--- config.mk ---
export PLATFORM = sky130hd
export DESIGN_NAME = gtm_regs
export DESIGN_NICKNAME = d
export VERILOG_FILES = /design/src/rtl/gtm_pkg.sv /design/src/rtl/gtm_regs.sv
export SDC_FILE = /design/constraint.sdc
export NUM_CORES = 1
export LEC_CHECK = 0
export BUFFER_PORTS_ARGS = -buffer_cell sky130_fd_sc_hd__buf_2
export CAP_MARGIN = 20
export CORE_MARGIN = 2
export CORE_UTILIZATION = 40
export CTS_CLUSTER_DIAMETER = 120
export DETAILED_ROUTE_END_ITERATION = 8
export GPL_TIMING_DRIVEN = 0
export PLACE_DENSITY = 0.8
export SYNTH_ARGS = -nofsm -noshare
export SYNTH_HDL_FRONTEND = slang
export SYNTH_SLANG_ARGS = --single-unit
--- constraint.sdc ---
create_clock -name clk_in -period 1.83 [get_ports clk_in]
set_input_delay 0.366 -clock clk_in [delete_from_list [all_inputs] [get_ports clk_in]]
set_output_delay 0.366 -clock clk_in [all_outputs]
set_load 0.01 [all_outputs]
--- src/rtl/gtm_pkg.sv ---
/*
 Package for the general timer module register block: offsets, field positions,
 reset values, mode encodings and the packed register layouts.
 Assumes a 32-bit APB slave with word-aligned registers.
*/
package gtm_pkg;

   // ----------------------------------------
   // Register offsets
   // ----------------------------------------
   localparam logic [11:0] OFF_CONFIG = 12'h000;
   localparam logic [11:0] OFF_A_MODE = 12'h004;
   localparam logic [11:0] OFF_B_MODE = 12'h008;
   localparam logic [11:0] OFF_CONTROL = 12'h00c;
   localparam logic [11:0] OFF_IRQ_MASK = 12'h018;
   localparam logic [11:0] OFF_RAW_IRQ = 12'h01c;
   localparam logic [11:0] OFF_MASKED_IRQ = 12'h020;
   localparam logic [11:0] OFF_IRQ_CLEAR = 12'h024;

   // ----------------------------------------
   // Writable bit masks and reset values
   // ----------------------------------------
   localparam logic [31:0] CONFIG_WMASK = 32'h0000_0007;
   localparam logic [31:0] MODE_WMASK = 32'h0000_000f;
   localparam logic [31:0] CONTROL_WMASK = 32'h0000_6f7f;
   localparam logic [31:0] IRQ_WMASK = 32'h0000_070f;
   localparam logic [31:0] REG_RESET = 32'h0000_0000;

   // ----------------------------------------
   // Control field positions
   // ----------------------------------------
   localparam int CTL_A_EN = 0;
   localparam int CTL_A_STALL = 1;
   localparam int CTL_A_EDGE_LO = 2;
   localparam int CTL_RTC_EN = 4;
   localparam int CTL_A_TRIG = 5;
   localparam int CTL_A_PWM_INV = 6;
   localparam int CTL_B_EN = 8;
   localparam int CTL_B_STALL = 9;
   localparam int CTL_B_EDGE_LO = 10;
   localparam int CTL_B_TRIG = 13;
   localparam int CTL_B_PWM_INV = 14;

   // ----------------------------------------
   // Interrupt bit positions
   // ----------------------------------------
   localparam int IRQ_A_TIMEOUT = 0;
   localparam int IRQ_A_CAP_MATCH = 1;
   localparam int IRQ_A_CAP_EVENT = 2;
   localparam int IRQ_REALTIME = 3;
   localparam int IRQ_B_TIMEOUT = 8;
   localparam int IRQ_B_CAP_MATCH = 9;
   localparam int IRQ_B_CAP_EVENT = 10;

   // ----------------------------------------
   // Encodings
   // ----------------------------------------
   typedef enum logic [2:0] {
      GTM_CFG_32BIT = 3'h0,
      GTM_CFG_REALTIME = 3'h1,
      GTM_CFG_RESERVED = 3'h2,
      GTM_CFG_16BIT = 3'h4
   } gtm_cfg_e;

   typedef enum logic [1:0] {
      GTM_MODE_RESERVED = 2'h0,
      GTM_MODE_ONE_SHOT = 2'h1,
      GTM_MODE_PERIODIC = 2'h2,
      GTM_MODE_CAPTURE = 2'h3
   } gtm_mode_e;

   typedef enum logic [1:0] {
      GTM_EDGE_POS = 2'h0,
      GTM_EDGE_NEG = 2'h1,
      GTM_EDGE_RSVD = 2'h2,
      GTM_EDGE_BOTH = 2'h3
   } gtm_edge_e;

   // Mode register layout, shared by both halves
   typedef struct packed {
      logic alternate_select;
      logic capture_kind;
      logic [1:0] mode_field;
   } gtm_mode_s;

   // Decoded per-half controls handed to the datapath
   typedef struct packed {
      logic one_shot;
      logic periodic;
      logic edge_count;
      logic edge_time;
      logic pwm;
      logic run;
      logic stall_enable;
      logic pos_edge;
      logic neg_edge;
      logic trigger_enable;
      logic pwm_invert;
   } gtm_half_s;

endpackage : gtm_pkg

--- src/rtl/gtm_regs.sv ---
/*
 Configuration, mode, control and interrupt register block of the general timer
 module, with an APB slave and decoded controls for the two timer halves.
 Assumes a single clock, and event pulses from the counting datapath outside.
*/
// Operation
// - Decode config code: 32-bit, realtime, 16-bit pair
// - Decode mode field, alternate and capture kind
// - Second half owns an identical mode register
// - Enable bits start or stop each half
// - Stall enable bit per half
// - Edge field picks positive, negative, both
// - Control bit four gates realtime counting
// - Trigger output enabled only by its bit
// - PWM level bit inverts PWM output
// - Mask bits enable interrupts, reset zero
// - Seven mask bits at documented positions
// - Raw status sets regardless of mask
// - Raw bit holds until cleared by one
// - Masked bit is raw and mask; drives irq
// - Clear writes one clear, zero ignored
module gtm_regs (
   input wire logic clk_in,
   input wire logic rst_in,
   input wire logic psel_in,
   input wire logic penable_in,
   input wire logic pwrite_in,
   input wire logic [11:0] paddr_in,
   input wire logic [31:0] pwdata_in,
   output logic [31:0] prdata_out,
   output logic pready_out,
   output logic pslverr_out,
   input wire logic [10:0] event_in,
   input wire logic a_pwm_raw_in,
   input wire logic b_pwm_raw_in,
   input wire logic a_trigger_raw_in,
   input wire logic b_trigger_raw_in,
   output logic [2:0] config_select_out,
   output logic mode_32bit_out,
   output logic mode_realtime_out,
   output logic mode_16bit_out,
   output logic realtime_count_enable_out,
   output gtm_pkg::gtm_half_s a_half_out,
   output gtm_pkg::gtm_half_s b_half_out,
   output logic a_pwm_out,
   output logic b_pwm_out,
   output logic a_trigger_out,
   output logic b_trigger_out,
   output logic irq_out
);

   // ----------------------------------------
   // Registers
   // ----------------------------------------
   logic [31:0] config_reg;
   logic [31:0] first_half_mode_reg;
   logic [31:0] second_half_mode_reg;
   logic [31:0] control_reg;
   logic [31:0] irq_mask_reg;
   logic [31:0] raw_irq_reg;
   logic [31:0] raw_irq_next;
   logic [31:0] rdata_next;

   // ----------------------------------------
   // APB decode
   // ----------------------------------------
   wire logic access = psel_in & penable_in;
   wire logic wr = access & pwrite_in;
   // Read data is taken in the setup phase, so it stands through the access phase
   wire logic rd = psel_in & ~penable_in & ~pwrite_in;
   wire logic hit_cfg = paddr_in == gtm_pkg::OFF_CONFIG;
   wire logic hit_amode = paddr_in == gtm_pkg::OFF_A_MODE;
   wire logic hit_bmode = paddr_in == gtm_pkg::OFF_B_MODE;
   wire logic hit_ctl = paddr_in == gtm_pkg::OFF_CONTROL;
   wire logic hit_mask = paddr_in == gtm_pkg::OFF_IRQ_MASK;
   wire logic hit_raw = paddr_in == gtm_pkg::OFF_RAW_IRQ;
   wire logic hit_mis = paddr_in == gtm_pkg::OFF_MASKED_IRQ;
   wire logic hit_clr = paddr_in == gtm_pkg::OFF_IRQ_CLEAR;
   wire logic mapped = hit_cfg | hit_amode | hit_bmode | hit_ctl | hit_mask | hit_raw | hit_mis | hit_clr;
   wire logic [31:0] masked_irq = raw_irq_reg & irq_mask_reg;
   // Next mask, so the interrupt follows a mask write without a lag
   wire logic [31:0] irq_mask_next = (wr & hit_mask) ? (pwdata_in & gtm_pkg::IRQ_WMASK) : irq_mask_reg;

   assign pready_out = 1'b1;
   // Unmapped addresses answer with an error, read data zero
   assign pslverr_out = access & ~mapped;

   assign rdata_next = hit_cfg ? config_reg :
                       hit_amode ? first_half_mode_reg :
                       hit_bmode ? second_half_mode_reg :
                       hit_ctl ? control_reg :
                       hit_mask ? irq_mask_reg :
                       hit_raw ? raw_irq_reg :
                       hit_mis ? masked_irq :
                       32'h0000_0000;

   // Clear wins only where no new event arrives in the same cycle
   assign raw_irq_next = ((raw_irq_reg & ~((wr & hit_clr) ? pwdata_in : 32'h0000_0000))
                          | {21'h00_0000, event_in}) & gtm_pkg::IRQ_WMASK;

   // ----------------------------------------
   // Register storage
   // ----------------------------------------
   always_ff @(posedge clk_in or posedge rst_in) begin
      if (rst_in) begin
         config_reg <= gtm_pkg::REG_RESET;
         first_half_mode_reg <= gtm_pkg::REG_RESET;
         second_half_mode_reg <= gtm_pkg::REG_RESET;
         control_reg <= gtm_pkg::REG_RESET;
         irq_mask_reg <= gtm_pkg::REG_RESET;
      end else if (wr) begin
         if (hit_cfg) config_reg <= pwdata_in & gtm_pkg::CONFIG_WMASK;
         if (hit_amode) first_half_mode_reg <= pwdata_in & gtm_pkg::MODE_WMASK;
         if (hit_bmode) second_half_mode_reg <= pwdata_in & gtm_pkg::MODE_WMASK;
         if (hit_ctl) control_reg <= pwdata_in & gtm_pkg::CONTROL_WMASK;
         if (hit_mask) irq_mask_reg <= pwdata_in & gtm_pkg::IRQ_WMASK;
      end
   end

   always_ff @(posedge clk_in or posedge rst_in) begin
      if (rst_in) begin
         raw_irq_reg <= gtm_pkg::REG_RESET;
         prdata_out <= 32'h0000_0000;
         irq_out <= 1'b0;
      end else begin
         raw_irq_reg <= raw_irq_next;
         prdata_out <= rd ? rdata_next : prdata_out;
         irq_out <= |(raw_irq_next & irq_mask_next);
      end
   end

   // ----------------------------------------
   // Configuration decode
   // ----------------------------------------
   // Reserved codes 0x2 and 0x3 select nothing, so both halves stay idle
   assign config_select_out = config_reg[2:0];
   assign mode_32bit_out = config_reg[2:0] == gtm_pkg::GTM_CFG_32BIT;
   assign mode_realtime_out = config_reg[2:0] == gtm_pkg::GTM_CFG_REALTIME;
   assign mode_16bit_out = config_reg[2];
   assign realtime_count_enable_out = mode_realtime_out & control_reg[gtm_pkg::CTL_RTC_EN];

   // ----------------------------------------
   // Per-half decode
   // ----------------------------------------
   gtm_pkg::gtm_mode_s a_mode;
   gtm_pkg::gtm_mode_s b_mode;
   logic [1:0] a_edge;
   logic [1:0] b_edge;
   logic a_active;
   logic b_active;

   assign a_mode = first_half_mode_reg[3:0];
   assign b_mode = second_half_mode_reg[3:0];
   assign a_edge = control_reg[gtm_pkg::CTL_A_EDGE_LO +: 2];
   assign b_edge = control_reg[gtm_pkg::CTL_B_EDGE_LO +: 2];
   // Timer B mode only matters in 16-bit configurations
   assign a_active = mode_32bit_out | mode_realtime_out | mode_16bit_out;
   assign b_active = mode_16bit_out;

   assign a_half_out.one_shot = a_mode.mode_field == gtm_pkg::GTM_MODE_ONE_SHOT;
   assign a_half_out.periodic = a_mode.mode_field == gtm_pkg::GTM_MODE_PERIODIC & ~a_mode.alternate_select;
   assign a_half_out.edge_count = a_mode.mode_field == gtm_pkg::GTM_MODE_CAPTURE & ~a_mode.alternate_select
                                  & ~a_mode.capture_kind;
   assign a_half_out.edge_time = a_mode.mode_field == gtm_pkg::GTM_MODE_CAPTURE & ~a_mode.alternate_select
                                 & a_mode.capture_kind;
   assign a_half_out.pwm = a_mode.alternate_select & ~a_mode.capture_kind
                           & a_mode.mode_field == gtm_pkg::GTM_MODE_PERIODIC;
   assign a_half_out.run = a_active & control_reg[gtm_pkg::CTL_A_EN];
   assign a_half_out.stall_enable = control_reg[gtm_pkg::CTL_A_STALL];
   assign a_half_out.pos_edge = a_edge == gtm_pkg::GTM_EDGE_POS | a_edge == gtm_pkg::GTM_EDGE_BOTH;
   assign a_half_out.neg_edge = a_edge == gtm_pkg::GTM_EDGE_NEG | a_edge == gtm_pkg::GTM_EDGE_BOTH;
   assign a_half_out.trigger_enable = control_reg[gtm_pkg::CTL_A_TRIG];
   assign a_half_out.pwm_invert = control_reg[gtm_pkg::CTL_A_PWM_INV];

   assign b_half_out.one_shot = b_mode.mode_field == gtm_pkg::GTM_MODE_ONE_SHOT;
   assign b_half_out.periodic = b_mode.mode_field == gtm_pkg::GTM_MODE_PERIODIC & ~b_mode.alternate_select;
   assign b_half_out.edge_count = b_mode.mode_field == gtm_pkg::GTM_MODE_CAPTURE & ~b_mode.alternate_select
                                  & ~b_mode.capture_kind;
   assign b_half_out.edge_time = b_mode.mode_field == gtm_pkg::GTM_MODE_CAPTURE & ~b_mode.alternate_select
                                 & b_mode.capture_kind;
   assign b_half_out.pwm = b_mode.alternate_select & ~b_mode.capture_kind
                           & b_mode.mode_field == gtm_pkg::GTM_MODE_PERIODIC;
   assign b_half_out.run = b_active & control_reg[gtm_pkg::CTL_B_EN];
   assign b_half_out.stall_enable = control_reg[gtm_pkg::CTL_B_STALL];
   assign b_half_out.pos_edge = b_edge == gtm_pkg::GTM_EDGE_POS | b_edge == gtm_pkg::GTM_EDGE_BOTH;
   assign b_half_out.neg_edge = b_edge == gtm_pkg::GTM_EDGE_NEG | b_edge == gtm_pkg::GTM_EDGE_BOTH;
   assign b_half_out.trigger_enable = control_reg[gtm_pkg::CTL_B_TRIG];
   assign b_half_out.pwm_invert = control_reg[gtm_pkg::CTL_B_PWM_INV];

   // ----------------------------------------
   // Output shaping
   // ----------------------------------------
   // Registered so the pins never glitch on a control write
   always_ff @(posedge clk_in or posedge rst_in) begin
      if (rst_in) begin
         a_pwm_out <= 1'b0;
         b_pwm_out <= 1'b0;
         a_trigger_out <= 1'b0;
         b_trigger_out <= 1'b0;
      end else begin
         a_pwm_out <= a_pwm_raw_in ^ control_reg[gtm_pkg::CTL_A_PWM_INV];
         b_pwm_out <= b_pwm_raw_in ^ control_reg[gtm_pkg::CTL_B_PWM_INV];
         a_trigger_out <= a_trigger_raw_in & control_reg[gtm_pkg::CTL_A_TRIG];
         b_trigger_out <= b_trigger_raw_in & control_reg[gtm_pkg::CTL_B_TRIG];
      end
   end

endmodule // gtm_regs

==> reports/metrics.yaml <==
die:
  floorplan.initialDensity_pct: 40.69
  die_w_um: 91.97
  dieArea_um2: 8458
  die_y_um: 91.97
  rows: 32
  ioPinCount: 132
  coreArea_um2: 7607
route:
  vias: 2825
  drt-pass1-iter-count: 4
  wl_per_cell_um: 16.52
  viasPerCell: 5.261
  drc_errors: 0
  ant_nets: 0
  drt_first_iter_violations: 163
  routed_wl_mm: 8.871
sta:
  slew_viol_final: 0
  setup_viol: 27
  setup_tns_ns: -3.045
  tightest_slew_ns: 0.6354
  rsz0062_at_grt: "yes"
  fmax_mhz: 477.0
  period_share_pct: 114.6
  hold_viol: 0
  fin_hold_ws_ns: 0.07314
  timing.final.ws_setup_ns: -0.2664
  slew_headroom_pct: 57.52
  skew_ns: 0.01244
  layout_min_cycle_time_ns: 2.096
placement:
  portBuffers: 88
  gp_congestion: 0.8739
  place_ws_ns: -0.8225
  hpwl_mm: 5.922
yosys:
  syn_area_um2: 3095
  synth_edf_count: 0
  synth_seq_cells: 56
  yosys.cell_types.count: 57
  synth_seq_area_share_pct: 45.27
  yosysMostFrequentCell: "dfrtp_1"
  yosys_warnings: 0
  ys.flop_type: "dfrtp_1"
  synth_cells: 287
  yosysTopAreaCellShare_pct: 45.27
  synth_top_cell_by_area: "dfrtp_1"
  yosys-top-cells-area: "dfrtp_1 45%, mux2_2 9.8%, buf_4 6.5%"
  synthArstFlopShare_pct: 100.0
  syn-mean-instance-area_um2: 10.79
  synth_commonest_cells: "56 x dfrtp_1, 27 x buf_4, 27 x mux2_2, 21 x nand2_1, 13 x o21ai_0"
critical_path:
  crit_path_top_delay_cell: "or4_4"
  cpPeakStageDelay_ns: 0.63
  timing.rr.end: "prdata_out[3]$_DFFE_PP0P_"
  rrSetupSlack_ns: 0.37
  cp-end-kind: "output port"
  path_cells: "buf_6 -> or4_4 -> nor2_4 -> nand2_2 -> nand4_1 -> a211oi_2 -> buf_2"
  crit_buf_inv: 2
  ff2ff_path_depth: 5
  critPathRequiredTime_ns: 1.46
  cp.arrival_ns: 1.73
  crit_type: "input port to output port"
  critPathLaunchType: "input port"
  crit_family: "simple AND/OR/NAND/NOR gates"
  worst-path-max-fanout: 5
  r2r_start: "raw_irq_reg[3]$_DFF_PP0_"
global_route:
  antenna_found_initial: 0
  grt_max_degree: 33
  grt_pass1_vias: 2624
  grt_overflow: 0
  grt_pass1_wl_mm: 13.39
  track_usage_pct: 20.17
power:
  p_int_mw: 1.640
  leakagePower_nw: 2.263
  p_sw_mw: 0.5878
  pwr-share-comb_pct: 12.4
  netSwitchingFraction_pct: 26.39
  seq_power_share_pct: 56.3
  ir_drop_v: 0.0002718
  p_per_area_nw_per_um2: 502.6
  clock_power_share_pct: 31.3
run_status:
  violations: "setup timing"
  status: "finished with violations"
clock_network:
  root_buffer: "clkbuf_8"
  clkSlewWorstSetupHoldPaths_ns: 0.11
  numCtsBuffers: 5
  clock_latency_ns: 0.32
  cts.htree.levels: 2
  tritoncts: "done"
  clock_sinks: 56
  clockBufferDepth: 2
layout:
  nets: 502
  area_delta_synth_final_pct: 43.17
  layout-drive-gt1-share_pct: 53.56
  n_antenna_cell: 0
job:
  max-cap-violations: 0
hold_path:
  worstHoldPathType: "input port to async pin"
==> worst reg2reg max path, delay by kind of cell, from the launching register on <==
kind | cells | cell delay [ns]
compound gates | 3 | 0.61
buf+inv | 1 | 0.07
flops | 1 | 0.33
simple gates | 1 | 0.38
==> cell families (layout without fill, tap and decap cells) <==
family / count (synthesis) / count (layout) / synth area share, %
buffers and inverters: 41 / 171 / 8.731
AOI/OAI and AO/OA: 62 / 62 / 13.78
muxes: 28 / 28 / 10.19
xor gates and xnor gates: 2 / 2 / 0.5660
and+or+nand+nor: 92 / 92 / 19.60
DFF: 56 / 56 / 45.27
adders and majority gates: 4 / 4 / 1.617
other: 2 / 20 / 0.2426
==> power groups by stage <==
stage	clock network, mW	logic [mW]	registers (mW)
floorplan	0	0.122	1.28
global placement	0	0.222	1.28
detailed placement	0	0.233	1.28
CTS	0.712	0.246	1.25
global route	0.760	0.300	1.26
finish	0.697	0.275	1.25
==> cells in the final DEF, fill, tap and decap left out, drive strengths merged, types with 3 or more instances in the layout <==
master / synthesis / layout
dfrtp: 56 / 56
a22o: 6 / 6
mux2: 28 / 28
nand4: 3 / 3
nor4bb: 3 / 3
and3: 4 / 4
o22ai: 4 / 4
a21boi: 4 / 4
a21oi: 12 / 12
o221ai: 3 / 3
or4b: 3 / 3
inv: 9 / 10
or2: 7 / 7
a32oi: 3 / 3
o21ai: 13 / 13
and2: 6 / 6
nor3b: 4 / 4
nor2: 13 / 13
clkbuf: 3 / 8
nor4: 4 / 4
nand2: 21 / 21
a22oi: 3 / 3
buf: 29 / 151
conb: 2 / 20
nand3: 6 / 6
ha: 4 / 4
nor2b: 4 / 4
==> metal layers <==
metal / part of all wire [%] / vias to the layer above / track usage, %
met5: 0 / - / 0
met4: 2.4 / 0 / 6.841
met3: 7.8 / 20 / 4.519
met2: 49 / 148 / 33.52
met1: 41 / 1356 / 26.06
li1: - / 1301 / -
==> how the worst max path moves through the flow <==
stage                      startpoint                         end  slack, ns  cells after the start
after global routing      paddr_in[1]                 pslverr_out      -0.30                      7
final                     paddr_in[1]                 pslverr_out      -0.27                      7
after CTS                 paddr_in[8]  control_reg[1]$_DFFE_PP0P_      -0.21                      8
after global placement    paddr_in[5]           irq_out$_DFF_PP0_      -0.79                      7
after detailed placement  paddr_in[5]           irq_out$_DFF_PP0_      -0.82                      7
after floorplan           paddr_in[1]  control_reg[0]$_DFFE_PP0P_      -0.38                      7
==> layout make-up <==
type | instances | area [um^2]
Fill cell | 628 | 3176
Clock buffer | 5 | 68.82
Sequential cell | 56 | 1401
Inverter | 9 | 33.78
Multi-Input combinational cell | 208 | 1739
Clock inverter | 3 | 21.27
Timing Repair Buffer | 123 | 810.8
Tap cell | 102 | 127.6
Buffer | 31 | 229.0
==> through the flow <==
stage          area (um^2)  instances  total power [mW]  util [%]
4_1_cts               4156        522             2.212     54.64
3_5_place_dp          3790        496             1.512     49.82
3_3_place_gp          3770        495             1.501     49.56
2_1_floorplan         3202        305             1.404         -
5_1_grt               4432        537             2.316     58.26
6_report              4432        537             2.227     58.26
==> what timing repair did <==
item,in CTS,in global routing
gates resized for setup,40,53
pin swaps,12,20
hold buffers,0,0
cloned,1,0
setup endpoints to repair,46,37
setup buffers,19,15
No activity file was read; power rests on OpenSTA's default activity.
